===== src/inc/sbx_pkg.sv =====
// Package: opcodes, flag positions, cycle counts and register map for the store/bit/flag unit
package sbx_pkg;
  // ==========================================================================
  // Operations
  typedef enum logic [4:0] {
    OP_NOP = 5'h00, OP_ST = 5'h01, OP_ST_INC = 5'h02, OP_ST_DEC = 5'h03, OP_ST_DISP = 5'h04,
    OP_PM_LOAD = 5'h05, OP_PM_LOAD_INC = 5'h06, OP_PM_STORE = 5'h07, OP_PUSH = 5'h08,
    OP_POP = 5'h09, OP_IO_SET = 5'h0A, OP_IO_CLR = 5'h0B, OP_ROT_UP = 5'h0C,
    OP_ROT_DOWN = 5'h0D, OP_T_STORE = 5'h0E, OP_T_LOAD = 5'h0F, OP_FLAG_SET = 5'h10,
    OP_FLAG_CLR = 5'h11, OP_SLEEP = 5'h12, OP_WDOG = 5'h13, OP_BREAK = 5'h14
  } sbx_op_type;
  // ==========================================================================
  // Flag word bit positions
  localparam int FLG_C = 0;
  localparam int FLG_Z = 1;
  localparam int FLG_N = 2;
  localparam int FLG_V = 3;
  localparam int FLG_S = 4;
  localparam int FLG_H = 5;
  localparam int FLG_T = 6;
  localparam int FLG_I = 7;
  localparam logic [7:0] FLAG_RST = 8'h00;
  localparam logic [15:0] PTR_RST = 16'h0000;
  localparam logic [15:0] STACK_RST = 16'h04FF;
  localparam logic [7:0] IO_BIT_LIMIT = 8'h1F;
  // ==========================================================================
  // Cycle counts
  localparam logic [1:0] CYC_ONE = 2'd1;
  localparam logic [1:0] CYC_TWO = 2'd2;
  localparam logic [1:0] CYC_THREE = 2'd3;
  // ==========================================================================
  // Register map (byte addresses)
  localparam logic [7:0] ADR_CMD = 8'h00;
  localparam logic [7:0] ADR_OPND = 8'h04;
  localparam logic [7:0] ADR_PTRX = 8'h08;
  localparam logic [7:0] ADR_PTRY = 8'h0C;
  localparam logic [7:0] ADR_PTRZ = 8'h10;
  localparam logic [7:0] ADR_STAT = 8'h14;
  localparam logic [7:0] ADR_REG = 8'h18;
  localparam logic [7:0] ADR_SP = 8'h1C;
  localparam logic [1:0] RESP_OK = 2'b00;
  localparam logic [1:0] RESP_ERR = 2'b10;
  // ==========================================================================
  // Memory request carried to data, program and I/O space
  typedef struct packed {
    logic data_we;
    logic prog_re;
    logic prog_we;
    logic io_we;
    logic [15:0] addr;
    logic [15:0] wdata;
  } sbx_mem_type;
endpackage


===== src/logic/sbx_exec.sv =====
// Execution unit for indirect stores, program memory, stack, bit and flag operations
// Operation
// - Post-increment store writes then bumps pointer, two cycles
// - Pre-decrement store decrements pointer first, two cycles
// - Displaced store uses pointer plus offset, two cycles
// - Program load via third pointer, three cycles
// - Push and pop take two cycles
// - I/O bit set forces one, two cycles
// - I/O bit clear forces zero, two cycles
// - Rotate up through carry, flags one cycle
// - Rotate down through carry, flags one cycle
// - Transfer-bit store copies register bit to flag
// - Transfer-bit load copies flag into register bit
// - Single flag set or clear, one cycle
// - Sign flag raise/clear alters only sign
// - Nop, sleep, watchdog kick take one cycle
// - Break only acts for debug, no flags
// - I/O bit ops reach addresses 0x00 to 0x1F
`timescale 1ns/1ps
module sbx_exec (
  input wire logic REF_CLK_I,
  input wire logic RST_I,
  input wire logic [7:0] S_AXI_AWADDR_I,
  input wire logic S_AXI_AWVALID_I,
  output logic S_AXI_AWREADY_O,
  input wire logic [31:0] S_AXI_WDATA_I,
  input wire logic [3:0] S_AXI_WSTRB_I,
  input wire logic S_AXI_WVALID_I,
  output logic S_AXI_WREADY_O,
  output logic [1:0] S_AXI_BRESP_O,
  output logic S_AXI_BVALID_O,
  input wire logic S_AXI_BREADY_I,
  input wire logic [7:0] S_AXI_ARADDR_I,
  input wire logic S_AXI_ARVALID_I,
  output logic S_AXI_ARREADY_O,
  output logic [31:0] S_AXI_RDATA_O,
  output logic [1:0] S_AXI_RRESP_O,
  output logic S_AXI_RVALID_O,
  input wire logic S_AXI_RREADY_I,
  input wire logic [7:0] MEM_RDATA_I,
  output sbx_pkg::sbx_mem_type MEM_REQ_O,
  output logic SLEEP_REQ_O,
  output logic WDOG_KICK_O,
  output logic DEBUG_BREAK_O,
  input wire logic DEBUG_EN_I
);
  // ==========================================================================
  // State
  typedef enum logic [1:0] {ST_IDLE = 2'b00, ST_ACC = 2'b01, ST_FIN = 2'b11} sbx_state_type;
  sbx_state_type state_ff, nxt_state;
  logic [1:0] cnt_ff, nxt_cnt;
  sbx_pkg::sbx_op_type op_ff, nxt_op;
  logic [7:0] flag_word_ff, nxt_flag_word;
  logic [15:0] ptr_ff [3];
  logic [15:0] nxt_ptr [3];
  logic [15:0] sp_ff, nxt_sp;
  logic [7:0] reg_ff, nxt_reg;
  logic [15:0] wpair_ff, nxt_wpair;
  logic [1:0] sel_ff, nxt_sel;
  logic [5:0] disp_ff, nxt_disp;
  logic [2:0] bit_ff, nxt_bit;
  logic [7:0] io_ff, nxt_io;
  logic busy_ff, nxt_busy;
  logic err_ff, nxt_err;
  sbx_pkg::sbx_mem_type mem_ff, nxt_mem;
  logic sleep_ff, nxt_sleep, wdog_ff, nxt_wdog, brk_ff, nxt_brk;
  // AXI state
  logic aw_ff, nxt_aw, w_ff, nxt_w, bv_ff, nxt_bv, rv_ff, nxt_rv;
  logic [7:0] awaddr_ff, nxt_awaddr;
  logic [31:0] wdata_ff, nxt_wdata, rdata_ff, nxt_rdata;
  logic [1:0] bresp_ff, nxt_bresp, rresp_ff, nxt_rresp;
  logic wr_fire;

  // Cycle count of each operation
  function automatic logic [1:0] op_cycles(input sbx_pkg::sbx_op_type op);
    case (op)
      sbx_pkg::OP_ST, sbx_pkg::OP_ST_INC, sbx_pkg::OP_ST_DEC, sbx_pkg::OP_ST_DISP,
      sbx_pkg::OP_PUSH, sbx_pkg::OP_POP, sbx_pkg::OP_IO_SET,
      sbx_pkg::OP_IO_CLR: op_cycles = sbx_pkg::CYC_TWO;
      sbx_pkg::OP_PM_LOAD, sbx_pkg::OP_PM_LOAD_INC,
      sbx_pkg::OP_PM_STORE: op_cycles = sbx_pkg::CYC_THREE;
      default: op_cycles = sbx_pkg::CYC_ONE;
    endcase
  endfunction

  // ==========================================================================
  // AXI4-Lite slave: one write and one read in flight
  always_comb begin
    nxt_aw = aw_ff;
    nxt_w = w_ff;
    nxt_awaddr = awaddr_ff;
    nxt_wdata = wdata_ff;
    nxt_bv = bv_ff;
    nxt_bresp = bresp_ff;
    nxt_rv = rv_ff;
    nxt_rdata = rdata_ff;
    nxt_rresp = rresp_ff;
    if (S_AXI_AWVALID_I && !aw_ff && !bv_ff) begin
      nxt_aw = 1'b1;
      nxt_awaddr = S_AXI_AWADDR_I;
    end
    if (S_AXI_WVALID_I && !w_ff && !bv_ff) begin
      nxt_w = 1'b1;
      nxt_wdata = S_AXI_WDATA_I;
    end
    if (wr_fire) begin
      nxt_aw = 1'b0;
      nxt_w = 1'b0;
      nxt_bv = 1'b1;
      nxt_bresp = sbx_pkg::RESP_OK;
      if (awaddr_ff != sbx_pkg::ADR_CMD && awaddr_ff != sbx_pkg::ADR_OPND
          && awaddr_ff != sbx_pkg::ADR_PTRX && awaddr_ff != sbx_pkg::ADR_PTRY
          && awaddr_ff != sbx_pkg::ADR_PTRZ && awaddr_ff != sbx_pkg::ADR_REG
          && awaddr_ff != sbx_pkg::ADR_SP && awaddr_ff != sbx_pkg::ADR_STAT) begin
        nxt_bresp = sbx_pkg::RESP_ERR;
      end
    end
    if (bv_ff && S_AXI_BREADY_I) begin
      nxt_bv = 1'b0;
    end
    if (S_AXI_ARVALID_I && !rv_ff) begin
      nxt_rv = 1'b1;
      nxt_rresp = sbx_pkg::RESP_OK;
      if (S_AXI_ARADDR_I == sbx_pkg::ADR_PTRX) begin
        nxt_rdata = {16'h0000, ptr_ff[0]};
      end else if (S_AXI_ARADDR_I == sbx_pkg::ADR_PTRY) begin
        nxt_rdata = {16'h0000, ptr_ff[1]};
      end else if (S_AXI_ARADDR_I == sbx_pkg::ADR_PTRZ) begin
        nxt_rdata = {16'h0000, ptr_ff[2]};
      end else if (S_AXI_ARADDR_I == sbx_pkg::ADR_STAT) begin
        nxt_rdata = {22'h00_0000, err_ff, busy_ff, flag_word_ff};
      end else if (S_AXI_ARADDR_I == sbx_pkg::ADR_REG) begin
        nxt_rdata = {24'h00_0000, reg_ff};
      end else if (S_AXI_ARADDR_I == sbx_pkg::ADR_SP) begin
        nxt_rdata = {16'h0000, sp_ff};
      end else if (S_AXI_ARADDR_I == sbx_pkg::ADR_CMD || S_AXI_ARADDR_I == sbx_pkg::ADR_OPND) begin
        nxt_rdata = 32'h0000_0000;
      end else begin
        nxt_rdata = 32'h0000_0000;
        nxt_rresp = sbx_pkg::RESP_ERR;
      end
    end else if (rv_ff && S_AXI_RREADY_I) begin
      nxt_rv = 1'b0;
    end
  end

  // Write completes once both address and data are held
  assign wr_fire = aw_ff && w_ff && !bv_ff;

  always_ff @(posedge REF_CLK_I or posedge RST_I) begin
    if (RST_I) begin
      aw_ff <= 1'b0;
      w_ff <= 1'b0;
      awaddr_ff <= 8'h00;
      wdata_ff <= 32'h0000_0000;
      bv_ff <= 1'b0;
      bresp_ff <= 2'b00;
      rv_ff <= 1'b0;
      rdata_ff <= 32'h0000_0000;
      rresp_ff <= 2'b00;
    end else begin
      aw_ff <= nxt_aw;
      w_ff <= nxt_w;
      awaddr_ff <= nxt_awaddr;
      wdata_ff <= nxt_wdata;
      bv_ff <= nxt_bv;
      bresp_ff <= nxt_bresp;
      rv_ff <= nxt_rv;
      rdata_ff <= nxt_rdata;
      rresp_ff <= nxt_rresp;
    end
  end

  // ==========================================================================
  // Execution sequencer
  always_comb begin
    logic [1:0] ps;
    logic [15:0] pv;
    logic [7:0] res;
    ps = sel_ff;
    pv = (sel_ff == 2'd3) ? ptr_ff[2] : ptr_ff[sel_ff];
    res = reg_ff;
    nxt_state = state_ff;
    nxt_cnt = cnt_ff;
    nxt_op = op_ff;
    nxt_flag_word = flag_word_ff;
    nxt_ptr = ptr_ff;
    nxt_sp = sp_ff;
    nxt_reg = reg_ff;
    nxt_wpair = wpair_ff;
    nxt_sel = sel_ff;
    nxt_disp = disp_ff;
    nxt_bit = bit_ff;
    nxt_io = io_ff;
    nxt_busy = busy_ff;
    nxt_err = err_ff;
    nxt_mem = '0;
    nxt_sleep = 1'b0;
    nxt_wdog = 1'b0;
    nxt_brk = 1'b0;
    if (ps == 2'd3) begin
      ps = 2'd2;
    end
    // Software loads while idle; writes while busy are dropped so state stays coherent
    if (wr_fire && state_ff == ST_IDLE) begin
      if (awaddr_ff == sbx_pkg::ADR_OPND) begin
        nxt_sel = wdata_ff[1:0];
        nxt_disp = wdata_ff[7:2];
        nxt_bit = wdata_ff[10:8];
        nxt_io = wdata_ff[23:16];
      end else if (awaddr_ff == sbx_pkg::ADR_PTRX) begin
        nxt_ptr[0] = wdata_ff[15:0];
      end else if (awaddr_ff == sbx_pkg::ADR_PTRY) begin
        nxt_ptr[1] = wdata_ff[15:0];
      end else if (awaddr_ff == sbx_pkg::ADR_PTRZ) begin
        nxt_ptr[2] = wdata_ff[15:0];
      end else if (awaddr_ff == sbx_pkg::ADR_REG) begin
        nxt_reg = wdata_ff[7:0];
        nxt_wpair = wdata_ff[31:16];
      end else if (awaddr_ff == sbx_pkg::ADR_SP) begin
        nxt_sp = wdata_ff[15:0];
      end else if (awaddr_ff == sbx_pkg::ADR_STAT) begin
        nxt_flag_word = wdata_ff[7:0];
        nxt_err = 1'b0;
      end else if (awaddr_ff == sbx_pkg::ADR_CMD) begin
        nxt_op = sbx_pkg::sbx_op_type'(wdata_ff[4:0]);
        nxt_cnt = op_cycles(sbx_pkg::sbx_op_type'(wdata_ff[4:0]));
        nxt_busy = 1'b1;
        nxt_state = ST_ACC;
      end
    end
    case (state_ff)
      ST_ACC: begin
        nxt_state = (cnt_ff == sbx_pkg::CYC_ONE) ? ST_IDLE : ST_FIN;
        nxt_cnt = cnt_ff - 2'd1;
        if (cnt_ff == sbx_pkg::CYC_ONE) begin
          nxt_busy = 1'b0;
        end
        case (op_ff)
          sbx_pkg::OP_ST, sbx_pkg::OP_ST_INC: begin
            nxt_mem.data_we = 1'b1;
            nxt_mem.addr = pv;
            nxt_mem.wdata = {8'h00, reg_ff};
            if (op_ff == sbx_pkg::OP_ST_INC) begin
              nxt_ptr[ps] = pv + 16'h0001;
            end
          end
          sbx_pkg::OP_ST_DEC: begin
            nxt_mem.data_we = 1'b1;
            nxt_mem.addr = pv - 16'h0001;
            nxt_mem.wdata = {8'h00, reg_ff};
            nxt_ptr[ps] = pv - 16'h0001;
          end
          sbx_pkg::OP_ST_DISP: begin
            nxt_mem.data_we = 1'b1;
            nxt_mem.addr = pv + {10'h000, disp_ff};
            nxt_mem.wdata = {8'h00, reg_ff};
          end
          sbx_pkg::OP_PM_LOAD, sbx_pkg::OP_PM_LOAD_INC: begin
            nxt_mem.prog_re = 1'b1;
            nxt_mem.addr = ptr_ff[2];
          end
          sbx_pkg::OP_PM_STORE: begin
            nxt_mem.prog_we = 1'b1;
            nxt_mem.addr = ptr_ff[2];
            nxt_mem.wdata = wpair_ff;
          end
          sbx_pkg::OP_PUSH: begin
            nxt_mem.data_we = 1'b1;
            nxt_mem.addr = sp_ff;
            nxt_mem.wdata = {8'h00, reg_ff};
            nxt_sp = sp_ff - 16'h0001;
          end
          sbx_pkg::OP_POP: begin
            nxt_sp = sp_ff + 16'h0001;
            nxt_mem.addr = sp_ff + 16'h0001;
          end
          sbx_pkg::OP_IO_SET, sbx_pkg::OP_IO_CLR: begin
            nxt_mem.addr = {8'h00, io_ff};
            if (io_ff > sbx_pkg::IO_BIT_LIMIT) begin
              nxt_err = 1'b1;
            end
          end
          sbx_pkg::OP_ROT_UP: begin
            res = {reg_ff[6:0], flag_word_ff[sbx_pkg::FLG_C]};
            nxt_reg = res;
            nxt_flag_word[sbx_pkg::FLG_C] = reg_ff[7];
            nxt_flag_word[sbx_pkg::FLG_Z] = (res == 8'h00);
            nxt_flag_word[sbx_pkg::FLG_N] = res[7];
            nxt_flag_word[sbx_pkg::FLG_V] = res[7] ^ reg_ff[7];
          end
          sbx_pkg::OP_ROT_DOWN: begin
            res = {flag_word_ff[sbx_pkg::FLG_C], reg_ff[7:1]};
            nxt_reg = res;
            nxt_flag_word[sbx_pkg::FLG_C] = reg_ff[0];
            nxt_flag_word[sbx_pkg::FLG_Z] = (res == 8'h00);
            nxt_flag_word[sbx_pkg::FLG_N] = res[7];
            nxt_flag_word[sbx_pkg::FLG_V] = res[7] ^ reg_ff[0];
          end
          sbx_pkg::OP_T_STORE: nxt_flag_word[sbx_pkg::FLG_T] = reg_ff[bit_ff];
          sbx_pkg::OP_T_LOAD: nxt_reg[bit_ff] = flag_word_ff[sbx_pkg::FLG_T];
          sbx_pkg::OP_FLAG_SET: nxt_flag_word[bit_ff] = 1'b1;
          sbx_pkg::OP_FLAG_CLR: nxt_flag_word[bit_ff] = 1'b0;
          sbx_pkg::OP_SLEEP: nxt_sleep = 1'b1;
          sbx_pkg::OP_WDOG: nxt_wdog = 1'b1;
          sbx_pkg::OP_BREAK: nxt_brk = DEBUG_EN_I;
          default: ;
        endcase
      end
      ST_FIN: begin
        nxt_cnt = cnt_ff - 2'd1;
        // Only three-cycle ops sit here with two left; keep the program address up so the
        // byte still stands on the read bus at the last cycle, without a second strobe
        if (cnt_ff == sbx_pkg::CYC_TWO) begin
          nxt_mem.addr = ptr_ff[2];
        end
        if (cnt_ff == sbx_pkg::CYC_ONE || op_cycles(op_ff) == sbx_pkg::CYC_TWO) begin
          nxt_state = ST_IDLE;
          nxt_busy = 1'b0;
          case (op_ff)
            sbx_pkg::OP_POP: nxt_reg = MEM_RDATA_I;
            sbx_pkg::OP_PM_LOAD: nxt_reg = MEM_RDATA_I;
            sbx_pkg::OP_PM_LOAD_INC: begin
              nxt_reg = MEM_RDATA_I;
              nxt_ptr[2] = ptr_ff[2] + 16'h0001;
            end
            sbx_pkg::OP_IO_SET, sbx_pkg::OP_IO_CLR: begin
              // Whole register is written back, as the I/O space expects
              if (io_ff <= sbx_pkg::IO_BIT_LIMIT) begin
                nxt_mem.io_we = 1'b1;
                nxt_mem.addr = {8'h00, io_ff};
                nxt_mem.wdata = {8'h00, MEM_RDATA_I};
                nxt_mem.wdata[bit_ff] = (op_ff == sbx_pkg::OP_IO_SET);
              end
            end
            default: ;
          endcase
        end
      end
      default: ;
    endcase
  end

  always_ff @(posedge REF_CLK_I or posedge RST_I) begin
    if (RST_I) begin
      state_ff <= ST_IDLE;
      cnt_ff <= 2'd0;
      op_ff <= sbx_pkg::OP_NOP;
      flag_word_ff <= sbx_pkg::FLAG_RST;
      for (int i = 0; i < 3; i++) begin
        ptr_ff[i] <= sbx_pkg::PTR_RST;
      end
      sp_ff <= sbx_pkg::STACK_RST;
      reg_ff <= 8'h00;
      wpair_ff <= 16'h0000;
      sel_ff <= 2'd0;
      disp_ff <= 6'h00;
      bit_ff <= 3'd0;
      io_ff <= 8'h00;
      busy_ff <= 1'b0;
      err_ff <= 1'b0;
      mem_ff <= '0;
      sleep_ff <= 1'b0;
      wdog_ff <= 1'b0;
      brk_ff <= 1'b0;
    end else begin
      state_ff <= nxt_state;
      cnt_ff <= nxt_cnt;
      op_ff <= nxt_op;
      flag_word_ff <= nxt_flag_word;
      ptr_ff <= nxt_ptr;
      sp_ff <= nxt_sp;
      reg_ff <= nxt_reg;
      wpair_ff <= nxt_wpair;
      sel_ff <= nxt_sel;
      disp_ff <= nxt_disp;
      bit_ff <= nxt_bit;
      io_ff <= nxt_io;
      busy_ff <= nxt_busy;
      err_ff <= nxt_err;
      mem_ff <= nxt_mem;
      sleep_ff <= nxt_sleep;
      wdog_ff <= nxt_wdog;
      brk_ff <= nxt_brk;
    end
  end

  // ==========================================================================
  // Outputs
  assign S_AXI_AWREADY_O = !aw_ff && !bv_ff;
  assign S_AXI_WREADY_O = !w_ff && !bv_ff;
  assign S_AXI_BVALID_O = bv_ff;
  assign S_AXI_BRESP_O = bresp_ff;
  assign S_AXI_ARREADY_O = !rv_ff;
  assign S_AXI_RVALID_O = rv_ff;
  assign S_AXI_RDATA_O = rdata_ff;
  assign S_AXI_RRESP_O = rresp_ff;
  assign MEM_REQ_O = mem_ff;
  assign SLEEP_REQ_O = sleep_ff;
  assign WDOG_KICK_O = wdog_ff;
  assign DEBUG_BREAK_O = brk_ff;
endmodule // sbx_exec


===== config.mk =====
export PLATFORM = sky130hd
export DESIGN_NAME = sbx_exec
export DESIGN_NICKNAME = d
export VERILOG_FILES = /design/src/inc/sbx_pkg.sv /design/src/logic/sbx_exec.sv
export SDC_FILE = /design/constraint.sdc
export NUM_CORES = 1
export LEC_CHECK = 0
export BUFFER_PORTS_ARGS = -buffer_cell sky130_fd_sc_hd__clkbuf_2
export CAP_MARGIN = 25
export CORE_UTILIZATION = 35
export DETAILED_ROUTE_END_ITERATION = 7
export PLACE_DENSITY_LB_ADDON = 0.08
export SETUP_SLACK_MARGIN = 0.4
export SYNTH_ARGS = -nofsm -noshare
export SYNTH_HDL_FRONTEND = slang
export SYNTH_SLANG_ARGS = --single-unit

===== constraint.sdc =====
create_clock -name REF_CLK_I -period 17.56 [get_ports REF_CLK_I]
set_input_delay 0.878 -clock REF_CLK_I [delete_from_list [all_inputs] [get_ports REF_CLK_I]]
set_output_delay 0.878 -clock REF_CLK_I [all_outputs]
set_load 0.01 [all_outputs]

==> summary.txt <==
Run status
  • Outcome: finished clean

Synth
  • Post-synthesis xor/xnor area fraction: 3.605%
  • Simple-Gate Fraction of Synth Area: ~16%
  • Synth Area in Compound Gates: between 10% and 20%
  • Largest family of logic cells by synthesized area: compound AO/OA/AOI/OAI gates
  • Post-Synth Adder-Cell Area: ~1.4%
  • Primary FF master, synth: dfrtp_1
  • Post-synth top area share: a little under two fifths
  • Top-count cell post-synth: dfrtp_1
  • Top post-synthesis cells by count: dfrtp_1 (218), nand2_1 (139), nor2_1 (113)
  • Yosys cell types: between 90 and 100
  • EDFF count, synth: 0
  • Seq/Total Area, Yosys: between 30 and 40%
  • Post-synth ARST share: 100.0%
  • Post-synthesis mux area share: ~16%
  • Synth area leaders: dfrtp_1 (37%), mux2_2 (6.8%), mux2i_1 (6.6%)
  • Yosys warning count: 0
  • Number of synthesized register bits: about 230
  • Syn Inst Count: 1538
  • Synth Area per Inst: roughly 9.5 um^2
  • Area of the mapped netlist: ~15000 um^2
  • Leading area contributor after synthesis: dfrtp_1

Timing
  • RSZ-0062 raised after global routing: no
  • Slew Limit Fails: 0
  • Layout Skew: 0.01556 ns
  • Fin crit period: roughly 4 ns
  • Max Clk Rate: 0.2538 GHz
  • Final Hold Vio Count: 0
  • Final setup fails: 0
  • Worst-margin pin slew: 1.032 ns
  • Setup ws final: around 14 ns
  • Fin crit share: ~22%
  • Slew headroom: between 30% and 40%
  • Setup_tns: 0 ns

Cells and area
  • # fillers: roughly 4100
  • Fin nets: about 1700
  • Fin area: between 15000 and 20000 um^2
  • Share of layout cells above drive strength 1: between 20% and 30%
  • P&R area growth vs syn: 14.14%
  • Final Util: 40.66%

Flow run
  • Maxcap violations: 0

Clock network
  • Number of setup buffers added after CTS: 0
  • CTS tree: done
  • TritonCTS Buffers: 29
  • Clk slew on worst S/H paths: around 0.060 ns
  • Num Clock Sinks: around 230
  • Resized Gates After CTS: 0
  • Clk_lat worst skew: around 0.58 ns
  • Root Buffer: clkbuf_16
  • H-tree depth: 1
  • CTS Hold Buffers Added: 0
  • Longest Clk Path Bufs: 3

Detailed routing
  • Drt drc: 0
  • Vias/cell: 5.865
  • Routed WL: 53.82 mm
  • Avg WL per Cell: approximately 25 um
  • Initial DRC Count: 1119
  • Number of vias in the routed layout: roughly 13000
  • DRT antenna net count: 0
  • DRT Pass-1 Iters: 6

Floorplan
  • Die W: 206.1 um
  • Chip height: around 200 um
  • Io pins: 148
  • Die ar.: 42480 um^2
  • Core area: between 40000 and 50000 um^2
  • Initial Util: 35.62%
  • Row count: 74

Power
  • Leak Pwr: roughly 0.007 uW
  • Power Total: 2354 uW
  • Max VDD drop: between 80 and 90 uV
  • PD cells: ~140 nW/um^2

GRT
  • Initial antenna violation count: 1
  • Number of global-route vias before repair: approximately 12000
  • Global-route wire length before repair: approximately 80 mm
  • Grt total ovfl: 0
  • Largest net degree at the start of global routing: 86
  • Tot GR Track Use: ~25%

Placed design
  • Setup Slack @ Placement: 13.65 ns
  • Post-DP Area: 15510 um^2
  • GPL Wtd Cong: 0.8795
  • Port Buffers: approximately 130
  • Hpwl dp: approximately 38 mm

Setup path
  • Crit path arrival time: about 4.3 ns
  • CP Data Required Time: around 18 ns
  • Crit Path Category: flop to flop
  • Crit Path Max Fanout: 26
  • Type of origin of the critical path: flop
  • CP endpoint kind: flop

Min path
  • Kind of path behind the tightest hold check: input port to async pin
-- where the power goes --
part / leakage, uW / total [uW] / switching [uW] / internal [uW]
clock: 0.000519 / 676 / 260 / 416
sequential: 0.00300 / 868 / 231 / 638
combinational: 0.00339 / 810 / 477 / 333
total: 0.00691 / 2350 / 968 / 1390
-- path summary, 6_finish.rpt --
| kind | cells past startpoint | end | slack, ns | from |
|---|---|---|---|---|
| min | 2 | wdata_ff[31] | 0.39 | RST_I |
| max | 13 | MEM_REQ_O[23] | 13.62 | sel_ff[0] |
| min in group REF_CLK_I | 2 | S_AXI_RVALID_O | 0.47 | S_AXI_RREADY_I |
| min reg2reg | 2 | S_AXI_RDATA_O[2] | 0.48 | S_AXI_RDATA_O[2] |
| max reg2reg | 13 | MEM_REQ_O[23] | 13.62 | sel_ff[0] |
| max in group asynchronous | 4 | S_AXI_RDATA_O[0] | 16.10 | RST_I |
-- cell families after synthesis --
kind of cell / after synthesis
xor+xnor: 60
simple gates: 461
buf+inv: 157
flops: 227
mux: 203
compound gates: 413
fa+ha+maj: 16
other cells: 1
-- metal layers --
layer / vias to the layer above / global-route usage, % / wire [um]
met3: 92 / 4.352 / 3706
met4: 0 / 8.088 / 1623
met1: 6333 / 36.16 / 24800
li1: 5769 / - / -
met5: - / 0 / 0
met2: 492 / 38.73 / 23690
-- worst max-delay path, cell delays in order (launching register included) --
cell	delay, ns
dfrtp_1	0.32
buf_4	0.38
mux2_4	0.35
mux2i_2	0.31
inv_1	0.18
ha_1	0.30
a21o_1	0.18
a21o_1	0.20
a21oi_1	0.22
o21ai_0	0.34
nor2b_1	0.26
xnor2_1	0.16
a221oi_1	0.33
o21ai_0	0.21
-- through the flow --
step,hold slack [ns],instances
after floorplan,0.4494,1555
after global placement,0.4568,2106
after detailed placement,0.4665,2106
after CTS,0.4062,2160
after global routing,0.4440,2163
final,0.3875,2163
-- layout by cell type (no fill, tap or decap), types with 11 or more instances in the layout --
cell type  instances
a211oi_1          12
a21oi_1           92
a221o_1           11
a221oi_1          15
a22o_1            18
a22oi_1           18
and2_1            19
and3_1            17
buf_4             25
clkbuf_16         29
clkbuf_2         125
conb_1            18
dfrtp_1          217
ha_1              15
inv_1             22
mux2_2            88
mux2i_1           96
nand2_1          139
nand3_1           36
nand4_1           15
nor2_1           112
nor2b_1           12
nor3_1            35
o21ai_0          100
o221ai_1          13
o22ai_1           37
xnor2_1           28
xor2_1            32
-- cell type report --
type / count / area, um^2 / area share, %
diodes: 1 / 2.502 / 0.01504
clock buffers: 33 / 760.7 / 4.571
clock inverters: 21 / 310.3 / 1.865
inverters: 26 / 105.1 / 0.6316
multi-input cells: 1171 / 8235 / 49.49
flip-flops and latches: 227 / 5693 / 34.21
well taps: 532 / 665.6 / 4.000
repair buffers: 152 / 868.3 / 5.218
-- sequential cells by signal, indices dropped and copies added (netlist names), 2 cells and up --
register,count
ptr_ff,48
MEM_REQ_O,36
wdata_ff,32
S_AXI_RDATA_O,16
sp_ff,16
wpair_ff,16
awaddr_ff,8
flag_word_ff,8
io_ff,8
reg_ff,8
disp_ff,6
op_ff,5
bit_ff,3
cnt_ff,2
sel_ff,2
state_ff,2
Note: power is estimated with default switching activity, not from simulation.
